`src/design/spec_track_defines.svh`:
```
/*
 * Constants of the load speculation tracker: widths, register offsets,
 * control fields and reset values.
 * Assumes inclusion by bare name from the package and the design module.
 */
`ifndef SPEC_TRACK_DEFINES_SVH
`define SPEC_TRACK_DEFINES_SVH

`define ADDR_W 64
`define REG_IDX_W 7
`define NUM_GR 128
`define TABLE_ENTRIES 8
`define LOAD_TYPE_W 2
`define SIZE_W 4
`define FP_W 82

// Spill store and fill load move a whole quadword
`define SPILL_BYTES 4'h8
// Address bits that pick a collection-register bit
`define COLL_SEL_HI 8
`define COLL_SEL_LO 3
`define COLL_W 64

// Register map (byte offsets on the plain register port)
`define REG_ADDR_W 8
`define REG_DATA_W 64
`define OFS_COLLECT 8'h00
`define OFS_CTRL 8'h08
`define OFS_STATUS 8'h10

// Control register fields
`define CTRL_ENABLE_BIT 0
`define CTRL_FLUSH_BIT 1
`define CTRL_RESET 1'b1

`endif

```
`src/design/spec_track_pkg.sv`:
```
/*
 * Types of the load speculation tracker: instruction kinds, request and
 * response carriers, table entry layout.
 * Assumes spec_track_defines.svh is on the include path.
 */
`include "spec_track_defines.svh"

package spec_track_pkg;

    typedef enum logic [3:0] {
        OP_NOP = 4'h0,
        OP_ADVANCED_LOAD = 4'h1,
        OP_CHECK_ADVANCED = 4'h2,
        OP_CHECK_RELOAD = 4'h3,
        OP_CONTROL_SPEC_LOAD = 4'h4,
        OP_SPEC_ADVANCED_LOAD = 4'h5,
        OP_SPEC_CHECK = 4'h6,
        OP_ALU_SPEC = 4'h7,
        OP_ALU_NONSPEC = 4'h8,
        OP_GR_SPILL_STORE = 4'h9,
        OP_GR_FILL_LOAD = 4'ha,
        OP_FP_SPILL = 4'hb,
        OP_FP_FILL = 4'hc,
        OP_FP_SPEC_LOAD = 4'hd
    } op_t;

    typedef struct packed {
        logic valid;
        op_t op;
        logic [`REG_IDX_W-1:0] dst;
        logic dst_we;
        logic [`REG_IDX_W-1:0] src1;
        logic [`REG_IDX_W-1:0] src2;
        logic [1:0] src_use;
        logic [`ADDR_W-1:0] addr;
        logic [`SIZE_W-1:0] size;
        logic [`LOAD_TYPE_W-1:0] ld_type;
        logic defer_exc;
        logic [`ADDR_W-1:0] recovery;
    } req_t;

    typedef struct packed {
        logic valid;
        logic [`ADDR_W-1:0] addr;
        logic [`SIZE_W-1:0] size;
    } store_t;

    typedef struct packed {
        logic done;
        logic proceed;
        logic branch;
        logic reload;
        logic fault;
        logic fp_token_we;
        logic [`ADDR_W-1:0] target;
        logic [`REG_IDX_W-1:0] reg_no;
        logic [`ADDR_W-1:0] mem_addr;
        logic [`SIZE_W-1:0] mem_bytes;
    } resp_t;

    typedef struct packed {
        logic valid;
        logic [`REG_IDX_W-1:0] reg_no;
        logic [`LOAD_TYPE_W-1:0] ld_type;
        logic [`ADDR_W-1:0] addr;
        logic [`SIZE_W-1:0] size;
    } entry_t;

endpackage

```
`src/design/load_spec_tracker.sv`:
```
/*
 * Load speculation tracker: advanced-load address table, general-register
 * deferred-token bits, token collection register, and the check logic.
 * Assumes one request per cycle in program order, a store port from the
 * memory path on the same clock, and a register file that applies resp_o.
 */
// Design decisions made here: the register offsets and the strobed register port.
// Function
// - advanced load allocates a table entry
// - entry keyed by register, holds address/type/size
// - check hit on register and type: proceed
// - advanced check miss branches to recovery
// - reload check miss reissues the load
// - overlapping store invalidates the entry
// - new advanced load replaces same-register entry
// - entries may drop for capacity reasons
// - each general register carries token bit
// - floating registers use special deferred value
// - deferred speculative load sets destination token
// - speculative ops propagate source tokens
// - non-speculative token read raises fault
// - speculation check on token branches
// - spill writes quadword, token to collection
// - fill loads quadword, token from collection
// - floating spill/fill never faults on token
// - speculative advanced load: no entry if deferred
// - full table evicts an entry for new
`timescale 1ns/100ps
`default_nettype none
`include "spec_track_defines.svh"

module load_spec_tracker
    import spec_track_pkg::*;
#(
    parameter int ENTRIES = `TABLE_ENTRIES,
    parameter int NUM_GR = `NUM_GR,
    // Arbitrary pattern; the floating unit's own token encoding goes here
    parameter logic [`FP_W-1:0] FP_TOKEN_VALUE = {2'h1, 80'h0}
)
(
    // Clock and reset
    input wire logic mclk,
    input wire logic rstn,
    // Instruction stream
    input wire req_t req_i,
    // Store path
    input wire store_t store_i,
    // Register port
    input wire logic [`REG_ADDR_W-1:0] reg_addr,
    input wire logic [`REG_DATA_W-1:0] reg_wdata,
    input wire logic reg_wr,
    input wire logic reg_rd,
    output logic [`REG_DATA_W-1:0] reg_rdata,
    // Results towards the register files and fetch
    output resp_t resp_o,
    output logic token_o,
    output logic [`FP_W-1:0] fp_wdata
);

    localparam int PTR_W = $clog2(ENTRIES);

    typedef struct packed {
        entry_t [ENTRIES-1:0] ent;
        logic [NUM_GR-1:0] tok;
        logic [`COLL_W-1:0] coll;
        logic enable;
        logic [PTR_W-1:0] victim;
        resp_t resp;
        logic token;
        logic [`REG_DATA_W-1:0] rdata;
    } state_t;

    state_t q;
    state_t d;

    ////////////////////////////////////////////////////////////////////////
    // Helpers

    // Byte ranges [a, a+sa) and [b, b+sb) share at least one byte
    function automatic logic overlaps(
        input logic [`ADDR_W-1:0] a, input logic [`SIZE_W-1:0] sa,
        input logic [`ADDR_W-1:0] b, input logic [`SIZE_W-1:0] sb);
        logic [`ADDR_W:0] a_end;
        logic [`ADDR_W:0] b_end;
        a_end = {1'b0, a} + {{(`ADDR_W+1-`SIZE_W){1'b0}}, sa};
        b_end = {1'b0, b} + {{(`ADDR_W+1-`SIZE_W){1'b0}}, sb};
        return ({1'b0, a} < b_end) && ({1'b0, b} < a_end);
    endfunction

    // Table holds a live entry for this register and load type
    function automatic logic table_hit(
        input entry_t [ENTRIES-1:0] ent,
        input logic [`REG_IDX_W-1:0] r,
        input logic [`LOAD_TYPE_W-1:0] t);
        logic hit;
        hit = 1'b0;
        for (int i = 0; i < ENTRIES; i++)
        begin
            if (ent[i].valid && ent[i].reg_no == r && ent[i].ld_type == t)
            begin
                hit = 1'b1;
            end
        end
        return hit;
    endfunction

    // Any live entry overlaps the byte range
    function automatic logic range_held(
        input entry_t [ENTRIES-1:0] ent,
        input logic [`ADDR_W-1:0] a, input logic [`SIZE_W-1:0] s);
        logic hit;
        hit = 1'b0;
        for (int i = 0; i < ENTRIES; i++)
        begin
            if (ent[i].valid && overlaps(ent[i].addr, ent[i].size, a, s))
            begin
                hit = 1'b1;
            end
        end
        return hit;
    endfunction

    ////////////////////////////////////////////////////////////////////////
    // Next state

    logic src_tok;
    logic [5:0] coll_sel;
    logic free_found;
    logic [PTR_W-1:0] free_idx;
    logic [PTR_W-1:0] slot;
    logic do_alloc;

    assign coll_sel = req_i.addr[`COLL_SEL_HI:`COLL_SEL_LO];

    always_comb
    begin
        d = q;
        d.resp = '0;
        d.token = 1'b0;
        d.rdata = '0;
        do_alloc = 1'b0;
        free_found = 1'b0;
        free_idx = '0;
        slot = '0;
        src_tok = (req_i.src_use[0] && q.tok[req_i.src1]) ||
                  (req_i.src_use[1] && q.tok[req_i.src2]);

        if (store_i.valid)
        begin
            for (int i = 0; i < ENTRIES; i++)
            begin
                if (q.ent[i].valid &&
                    overlaps(q.ent[i].addr, q.ent[i].size,
                             store_i.addr, store_i.size))
                begin
                    d.ent[i].valid = 1'b0;
                end
            end
        end

        // Register port
        if (reg_wr)
        begin
            unique case (reg_addr)
                `OFS_COLLECT: d.coll = reg_wdata;
                `OFS_CTRL:
                begin
                    d.enable = reg_wdata[`CTRL_ENABLE_BIT];
                    if (reg_wdata[`CTRL_FLUSH_BIT])
                    begin
                        for (int i = 0; i < ENTRIES; i++)
                        begin
                            d.ent[i].valid = 1'b0;
                        end
                    end
                end
                default: ;
            endcase
        end
        if (reg_rd)
        begin
            unique case (reg_addr)
                `OFS_COLLECT: d.rdata = q.coll;
                `OFS_CTRL: d.rdata[`CTRL_ENABLE_BIT] = q.enable;
                `OFS_STATUS:
                begin
                    for (int i = 0; i < ENTRIES; i++)
                    begin
                        d.rdata[i] = q.ent[i].valid;
                    end
                end
                default: d.rdata = '0;
            endcase
        end

        if (req_i.valid)
        begin
            d.resp.done = 1'b1;
            d.resp.proceed = 1'b1;
            d.resp.reg_no = req_i.dst;
            d.resp.mem_addr = req_i.addr;
            d.resp.mem_bytes = req_i.size;
            unique case (req_i.op)
                OP_ADVANCED_LOAD:
                begin
                    do_alloc = q.enable;
                    d.tok[req_i.dst] = 1'b0;
                end
                OP_SPEC_ADVANCED_LOAD:
                begin
                    // both actions, no entry when deferred
                    do_alloc = q.enable && !req_i.defer_exc;
                    d.tok[req_i.dst] = req_i.defer_exc;
                end
                OP_CONTROL_SPEC_LOAD:
                begin
                    d.tok[req_i.dst] = req_i.defer_exc;
                end
                OP_FP_SPEC_LOAD:
                begin
                    // floating token is a data value
                    d.resp.fp_token_we = req_i.defer_exc;
                end
                OP_CHECK_ADVANCED:
                begin
                    if (!table_hit(q.ent, req_i.dst, req_i.ld_type))
                    begin
                        d.resp.proceed = 1'b0;
                        d.resp.branch = 1'b1;
                        d.resp.target = req_i.recovery;
                    end
                end
                OP_CHECK_RELOAD:
                begin
                    if (!table_hit(q.ent, req_i.dst, req_i.ld_type))
                    begin
                        d.resp.reload = 1'b1;
                        d.tok[req_i.dst] = 1'b0;
                    end
                end
                OP_SPEC_CHECK:
                begin
                    if (q.tok[req_i.dst])
                    begin
                        d.resp.proceed = 1'b0;
                        d.resp.branch = 1'b1;
                        d.resp.target = req_i.recovery;
                    end
                end
                OP_ALU_SPEC:
                begin
                    if (req_i.dst_we)
                    begin
                        d.tok[req_i.dst] = src_tok;
                    end
                end
                OP_ALU_NONSPEC:
                begin
                    if (src_tok)
                    begin
                        d.resp.proceed = 1'b0;
                        d.resp.fault = 1'b1;
                    end
                    else if (req_i.dst_we)
                    begin
                        d.tok[req_i.dst] = 1'b0;
                    end
                end
                OP_GR_SPILL_STORE:
                begin
                    d.resp.mem_bytes = `SPILL_BYTES;
                    d.resp.reg_no = req_i.src1;
                    d.coll[coll_sel] = q.tok[req_i.src1];
                end
                OP_GR_FILL_LOAD:
                begin
                    d.resp.mem_bytes = `SPILL_BYTES;
                    d.tok[req_i.dst] = q.coll[coll_sel];
                end
                OP_FP_SPILL, OP_FP_FILL: ;
                default: ;
            endcase
            d.token = d.tok[req_i.dst];
        end

        // drop older entry of same register
        // Even with no allocation, so a later check cannot hit a stale entry
        if (req_i.valid && (req_i.op == OP_ADVANCED_LOAD ||
                            req_i.op == OP_SPEC_ADVANCED_LOAD))
        begin
            for (int i = 0; i < ENTRIES; i++)
            begin
                if (q.ent[i].reg_no == req_i.dst)
                begin
                    d.ent[i].valid = 1'b0;
                end
            end
        end
        if (do_alloc)
        begin
            for (int i = ENTRIES - 1; i >= 0; i--)
            begin
                if (!d.ent[i].valid)
                begin
                    free_found = 1'b1;
                    free_idx = PTR_W'(i);
                end
            end
            slot = free_found ? free_idx : q.victim;
            if (!free_found)
            begin
                d.victim = q.victim + PTR_W'(1);
            end
            d.ent[slot].valid = 1'b1;
            d.ent[slot].reg_no = req_i.dst;
            d.ent[slot].ld_type = req_i.ld_type;
            d.ent[slot].addr = req_i.addr;
            d.ent[slot].size = req_i.size;
        end
    end

    always_ff @(posedge mclk)
    begin
        if (!rstn)
        begin
            q <= '0;
            q.enable <= `CTRL_RESET;
        end
        else
        begin
            q <= d;
        end
    end

    assign resp_o = q.resp;
    assign token_o = q.token;
    assign reg_rdata = q.rdata;
    assign fp_wdata = q.resp.fp_token_we ? FP_TOKEN_VALUE : '0;

    ////////////////////////////////////////////////////////////////////////
    // Checks

    AST_ALLOC: assert property (@(posedge mclk) disable iff (!rstn)
        req_i.valid && req_i.op == OP_ADVANCED_LOAD && q.enable &&
        !(reg_wr && reg_addr == `OFS_CTRL) |=>
        table_hit(q.ent, $past(req_i.dst), $past(req_i.ld_type)))
        else $error("advanced load left no entry");

    AST_CHK_HIT: assert property (@(posedge mclk) disable iff (!rstn)
        req_i.valid && req_i.op == OP_CHECK_ADVANCED &&
        table_hit(q.ent, req_i.dst, req_i.ld_type) |=>
        resp_o.proceed && !resp_o.branch)
        else $error("check hit did not proceed");

    AST_CHK_MISS: assert property (@(posedge mclk) disable iff (!rstn)
        req_i.valid && req_i.op == OP_CHECK_ADVANCED &&
        !table_hit(q.ent, req_i.dst, req_i.ld_type) |=>
        resp_o.branch && resp_o.target == $past(req_i.recovery))
        else $error("check miss did not branch");

    AST_RELOAD: assert property (@(posedge mclk) disable iff (!rstn)
        req_i.valid && req_i.op == OP_CHECK_RELOAD &&
        !table_hit(q.ent, req_i.dst, req_i.ld_type) |=>
        resp_o.reload && !resp_o.branch)
        else $error("reload check miss did not reissue");

    AST_STORE_INV: assert property (@(posedge mclk) disable iff (!rstn)
        store_i.valid && !req_i.valid |=>
        !range_held(q.ent, $past(store_i.addr), $past(store_i.size)))
        else $error("overlapped entry survived a store");

    AST_TOKEN_SET: assert property (@(posedge mclk) disable iff (!rstn)
        req_i.valid && req_i.op == OP_CONTROL_SPEC_LOAD && req_i.defer_exc
        |=> q.tok[$past(req_i.dst)] && token_o)
        else $error("deferred load token not set");

    AST_PROPAGATE: assert property (@(posedge mclk) disable iff (!rstn)
        req_i.valid && req_i.op == OP_ALU_SPEC && req_i.dst_we && src_tok
        |=> q.tok[$past(req_i.dst)])
        else $error("token not propagated");

    AST_FAULT: assert property (@(posedge mclk) disable iff (!rstn)
        req_i.valid && req_i.op == OP_ALU_NONSPEC && src_tok |=>
        resp_o.fault && !resp_o.proceed)
        else $error("token consumed without fault");

    AST_SPEC_CHECK: assert property (@(posedge mclk) disable iff (!rstn)
        req_i.valid && req_i.op == OP_SPEC_CHECK |=>
        resp_o.branch == $past(q.tok[req_i.dst]))
        else $error("speculation check branch wrong");

    AST_SPILL: assert property (@(posedge mclk) disable iff (!rstn)
        req_i.valid && req_i.op == OP_GR_SPILL_STORE && !reg_wr |=>
        q.coll[$past(coll_sel)] == $past(q.tok[req_i.src1]) &&
        resp_o.mem_bytes == `SPILL_BYTES)
        else $error("spill token not collected");

    AST_FILL: assert property (@(posedge mclk) disable iff (!rstn)
        req_i.valid && req_i.op == OP_GR_FILL_LOAD |=>
        q.tok[$past(req_i.dst)] == $past(q.coll[coll_sel]))
        else $error("fill token mismatch");

    AST_SA_DEFER: assert property (@(posedge mclk) disable iff (!rstn)
        req_i.valid && req_i.op == OP_SPEC_ADVANCED_LOAD && req_i.defer_exc
        |=> !table_hit(q.ent, $past(req_i.dst), $past(req_i.ld_type)) &&
        q.tok[$past(req_i.dst)])
        else $error("deferred speculative advanced load allocated");

    AST_FP_NOFAULT: assert property (@(posedge mclk) disable iff (!rstn)
        req_i.valid && (req_i.op == OP_FP_SPILL || req_i.op == OP_FP_FILL)
        |=> !resp_o.fault && resp_o.proceed)
        else $error("floating spill or fill faulted");

endmodule // load_spec_tracker

`default_nettype wire

```
`config.mk`:
```
export PLATFORM = sky130hd
export DESIGN_NAME = load_spec_tracker
export DESIGN_NICKNAME = d
export VERILOG_FILES = /design/src/design/spec_track_pkg.sv /design/src/design/load_spec_tracker.sv
export VERILOG_INCLUDE_DIRS = /design/src /design/src/design
export SDC_FILE = /design/constraint.sdc
export NUM_CORES = 2
export LEC_CHECK = 0
export BUFFER_PORTS_ARGS = -buffer_cell sky130_fd_sc_hd__buf_2
export CAP_MARGIN = 20
export CORE_MARGIN = 3
export CORE_UTILIZATION = 25
export DETAILED_ROUTE_END_ITERATION = 7
export GPL_ROUTABILITY_DRIVEN = 1
export SLEW_MARGIN = 20
export SYNTH_ARGS = -nofsm -noshare
export SYNTH_HDL_FRONTEND = slang
export SYNTH_SLANG_ARGS = --single-unit
```
`constraint.sdc`:
```
create_clock -name mclk -period 17.3 [get_ports mclk]
set_input_delay 0.865 -clock mclk [delete_from_list [all_inputs] [get_ports mclk]]
set_output_delay 0.865 -clock mclk [all_outputs]
set_load 0.02 [all_outputs]
```
# Yosys cells after proc, flatten, opt, wreduce, memory -nomap -nowiden
# Index checks and enable logic that the tools add are counted.
[totals]
output_inout_bits = 292
wordCells = 333
in_bits = 309
reg_bits = 1030
[classes]
bitwise = 5
n_mux = 153
addsub = 10
n_reduce_logical = 54
n_lt_le_gt_ge = 24
n_eq_ne = 29
[op_table]
columns = ["cell", "count"]
rows = [
  ["$bwmux W624", 5],
  ["$demux W78 S3", 5],
  ["$lt A64 B65 Y1", 16],
  ["$pmux W128 S6", 1],
  ["$mux W128", 5],
  ["$mux W624", 1],
  ["$add A64 B4 Y65", 9],
  ["$bwmux W128", 3],
  ["$mux W64", 5],
  ["$mux W146", 1],
  ["$and A128 B128 Y128", 1],
  ["$not A128 Y128", 1],
  ["$pmux W64 S2", 1],
  ["$mux W1", 92],
  ["$mux W81", 1],
  ["$mux W78", 1],
  ["$mux W77", 1],
  ["$mux W70", 1],
  ["$mux W68", 1],
  ["$mux W65", 1],
  ["$bwmux W64", 1],
  ["$eq A7 B7 Y1", 8],
  ["$logic_and A1 B1 Y1", 39],
  ["$mux W3", 10],
  ["32 further kinds", 65],
]

# Longest topological paths before layout
[depth]
word_depth = 31
depth_mapped = 34
depth_no_buf = 28

# Worst setup path after synthesis
# Ideal clock, no wire load.
[synth_path]
path_type = "input to register"
startpoint = "in store_i[1] (netlist bit)"
endpoint = "reg with a tool-made name"
path_stages = 27
n_path_buf = 3
slack_ps = 10524
setup_ps = 126
t_arrival_ps = 6650
required_time_ps = 17174
path_cell_list = "ha_1 > a21o_1 > a21oi_1 > nor2b_1 > nor2_1 > nor2b_1 > nand3_1 > or4_1 > nor3_1 > nand4_1 > xor2_1 > ha_1 > nand4_1 > nor4_1 > nand2_1 > or3_1 > o41ai_1 > o31ai_1 > nand2_1 > o2111ai_1 > nand4b_1 > o211a_2 > or3_1 > buf_2 > buf_6 > buf_6 > mux2i_1"
[synth_rtl]
columns = ["element", "line", "rtl"]
rows = [
  ["start, declared", "load_spec_tracker.sv:47", "input wire store_t store_i,"],
]

==> flow_summary.json <==
{
  "status": "finished clean",
  "fp.dieH_um": 563.6,
  "drc_errors": 0,
  "postSynth.asyncResetShare_pct": 0,
  "cts_buffers": 144,
  "post_cts_resized": 0,
  "comb_power_share_pct": 11.5,
  "antenna_left": 0,
  "fin_crit_ns": 11.28,
  "clk_path_buf_depth": 4,
  "die_w_um": 563.6,
  "area_delta_synth_final_pct": 13.64,
  "arrival_ns": 11.93,
  "drt-initial-drc-count": 6924,
  "min_period_over_period_pct": 65.21,
  "gp_congestion": 0.9845,
  "ys_seq_area_share_pct": 26.53,
  "post_cts_buffers": 0,
  "irDropWorstVdd_v": 0.00007181,
  "syn_area_um2": 77730,
  "synth_area_leader_cell": "dfxtp_1",
  "start_util_pct": 25.15,
  "slowest_delay_ns": 0.81,
  "synth_edf_count": 0,
  "crit_type": "register to register",
  "cts_hold_buffers": 0,
  "finalInstanceArea_um2": 88330,
  "syn_area_per_cell_um2": 8.663,
  "drive_gt1_share_pct": 11.34,
  "ys_top_cells_by_count": "nand2_1, ha_1, dfxtp_1",
  "core_um2": 309100,
  "pwr-share-seq_pct": 37.8,
  "hold_viol_final": 0,
  "yosys_register_bits": 1030,
  "path_max_fanout": 42,
  "hpwl_um": 236800,
  "cts_max_level": 4,
  "dp_cells": 13150,
  "hp-class": "input pin to register",
  "worstSetupEndpointType": "register",
  "skew_ns": 0.07230,
  "cts-root-buf": "clkbuf_16",
  "synth_mux_area_share_pct": 11.63,
  "yosys.area_share.xor_xnor_pct": 7.121,
  "yosysMostFrequentCell": "nand2_1",
  "cts.sinks": 1030,
  "drv_slew": 0,
  "pwr_density_cell_nw_per_um2": 71.64,
  "cts.clk_slew.worst_paths_ns": 0.06,
  "grt_pass1_wl_um": 449400,
  "drt-vias-per-instance": 5.192,
  "swShare_pct": 28.10,
  "rows": 204,
  "setup_tns_ns": 0,
  "cts_tree": "yes",
  "synth_area_leaders": "dfxtp_1, ha_1, mux2i_1",
  "synth_top_family_by_area": "simple AND/OR/NAND/NOR gates",
  "worstMarginPinSlew_ns": 1.384,
  "track_usage_pct": 18.75,
  "dpl_cell_area_um2": 83260,
  "worst_ep_required_time_ns": 17.95,
  "synth-compound-area-share_pct": 14.41,
  "start_kind": "register",
  "power.leakage_nw": 39.14,
  "wl_per_cell_um": 23.30,
  "grt_max_degree": 133,
  "synth_top_area_share_pct": 26.53,
  "yosysWarnings": 0,
  "final_cells": 13426,
  "max_freq_ghz": 0.08864,
  "io_buffers": 519,
  "intPower_mw": 4.550,
  "slowest_stage": "o21ai_0",
  "ioPinCount": 601,
  "grt-ovfl-total": 0,
  "grt_pass1_vias": 65176,
  "synth_cell_types": 93,
  "clock_latency_ns": 0.83,
  "finalNetCount": 10539,
  "rsz0062_at_grt": "false",
  "power.switching_mw": 1.778,
  "synthSimpleGateAreaFrac_pct": 17.71,
  "grt_antenna_before_repair": 40,
  "relSlewSlack_pct": 7.525,
  "num_vias": 69702,
  "dieArea_um2": 317600,
  "clock_power_share_pct": 50.7,
  "setup_viol": 0,
  "yosys_most_used_dff": "dfxtp_1",
  "wirelength_um": 312900,
  "drv_cap": 0,
  "synthAdderAreaFrac_pct": 17.05,
  "syn_inst": 8973,
  "drt_pass1_iterations": 6
}
layer usage:
metal	routed length [µm]	GRT usage, %	up-vias	part of all wire [%]
li1	-	-	32717	-
met1	136400	25.08	33378	44
met2	138800	29.87	3009	44
met3	24880	3.527	568	8.0
met4	12670	6.835	30	4.0
met5	205	0	-	0.066
power groups by stage:
stage | clock network [mW] | registers (mW) | logic [mW]
3_3_place_gp | 0 | 2.44 | 0.709
4_1_cts | 3.29 | 2.39 | 0.718
2_1_floorplan | 0 | 2.44 | 0.432
3_5_place_dp | 0 | 2.44 | 0.713
5_1_grt | 3.36 | 2.39 | 0.790
6_report | 3.21 | 2.39 | 0.728
per-stage QoR:
stage | worst slack, ns | total power [mW] | utilization, % | hold slack (ns)
CTS | 6.328 | 6.400 | 28.55 | 0.1904
global placement | 6.413 | 3.154 | 26.93 | 0.4486
floorplan | 10.52 | 2.874 | - | 0.4363
finish | 6.019 | 6.328 | 28.58 | 0.2601
global route | 5.917 | 6.548 | 28.56 | 0.2189
detailed placement | 6.406 | 3.158 | 26.94 | 0.4506
cell type report:
| type | instances | area (µm²) |
|---|---|---|
| Clock inverter | 64 | 902.1 |
| Fill cell | 32856 | 220800 |
| Multi-Input combinational cell | 7221 | 53320 |
| Timing Repair Buffer | 670 | 3772 |
| Tap cell | 4120 | 5155 |
| Clock buffer | 190 | 4089 |
| Sequential cell | 1030 | 20620 |
| Antenna cell | 22 | 55.05 |
| Inverter | 109 | 411.6 |
worst paths after layout:
kind / cells after the start / to / start / slack [ns]
min: 2 / resp_o[1] / req_i[68] / 0.26
max reg2reg: 28 / register / register / 6.02
max: 28 / register / register / 6.02
min reg2reg: 2 / register / register / 0.46
worst max-delay path: cells and delay by family, from the launching register on:
kind / cells / cell delay, ns
XOR/XNOR: 1 / 0.23
adder cells (fa/ha/maj): 2 / 0.60
buffers and inverters: 1 / 0.66
multiplexers: 1 / 0.23
AO/OA/AOI/OAI: 7 / 2.50
AND/OR/NAND/NOR: 16 / 6.37
flip-flops: 1 / 0.35
placed cells by master (no fill, tap or decap), types with 20 or more instances in the layout:
cell,instances
o311a_1,65
nor3_1,98
inv_1,105
nand3_1,275
dfxtp_1,1030
clkbuf_16,146
o31ai_1,20
nor4_1,38
a211oi_1,39
nor2b_1,64
buf_2,517
nand2_1,1190
buf_4,149
mux4_2,53
ha_1,1045
mux2i_1,766
nand4_1,296
xnor2_1,287
nand2b_1,38
a221oi_1,28
xor2_1,344
o21ai_0,389
clkbuf_8,27
a22oi_1,43
conb_1,81
and2_1,149
o211ai_1,38
diode_2,22
o21a_1,39
nor2_1,361
and3_1,169
a21oi_1,566
or3_1,25
and4_1,54
clkinv_2,24
a21o_1,359
kinds of logic after synthesis:
kind of cell / Yosys count
XOR/XNOR: 632
adder cells (fa/ha/maj): 1054
multiplexers: 835
AND/OR/NAND/NOR: 2863
AO/OA/AOI/OAI: 1756
flip-flops: 1030
other: 1
buffers and inverters: 802
No activity file was read; power rests on OpenSTA's default activity.
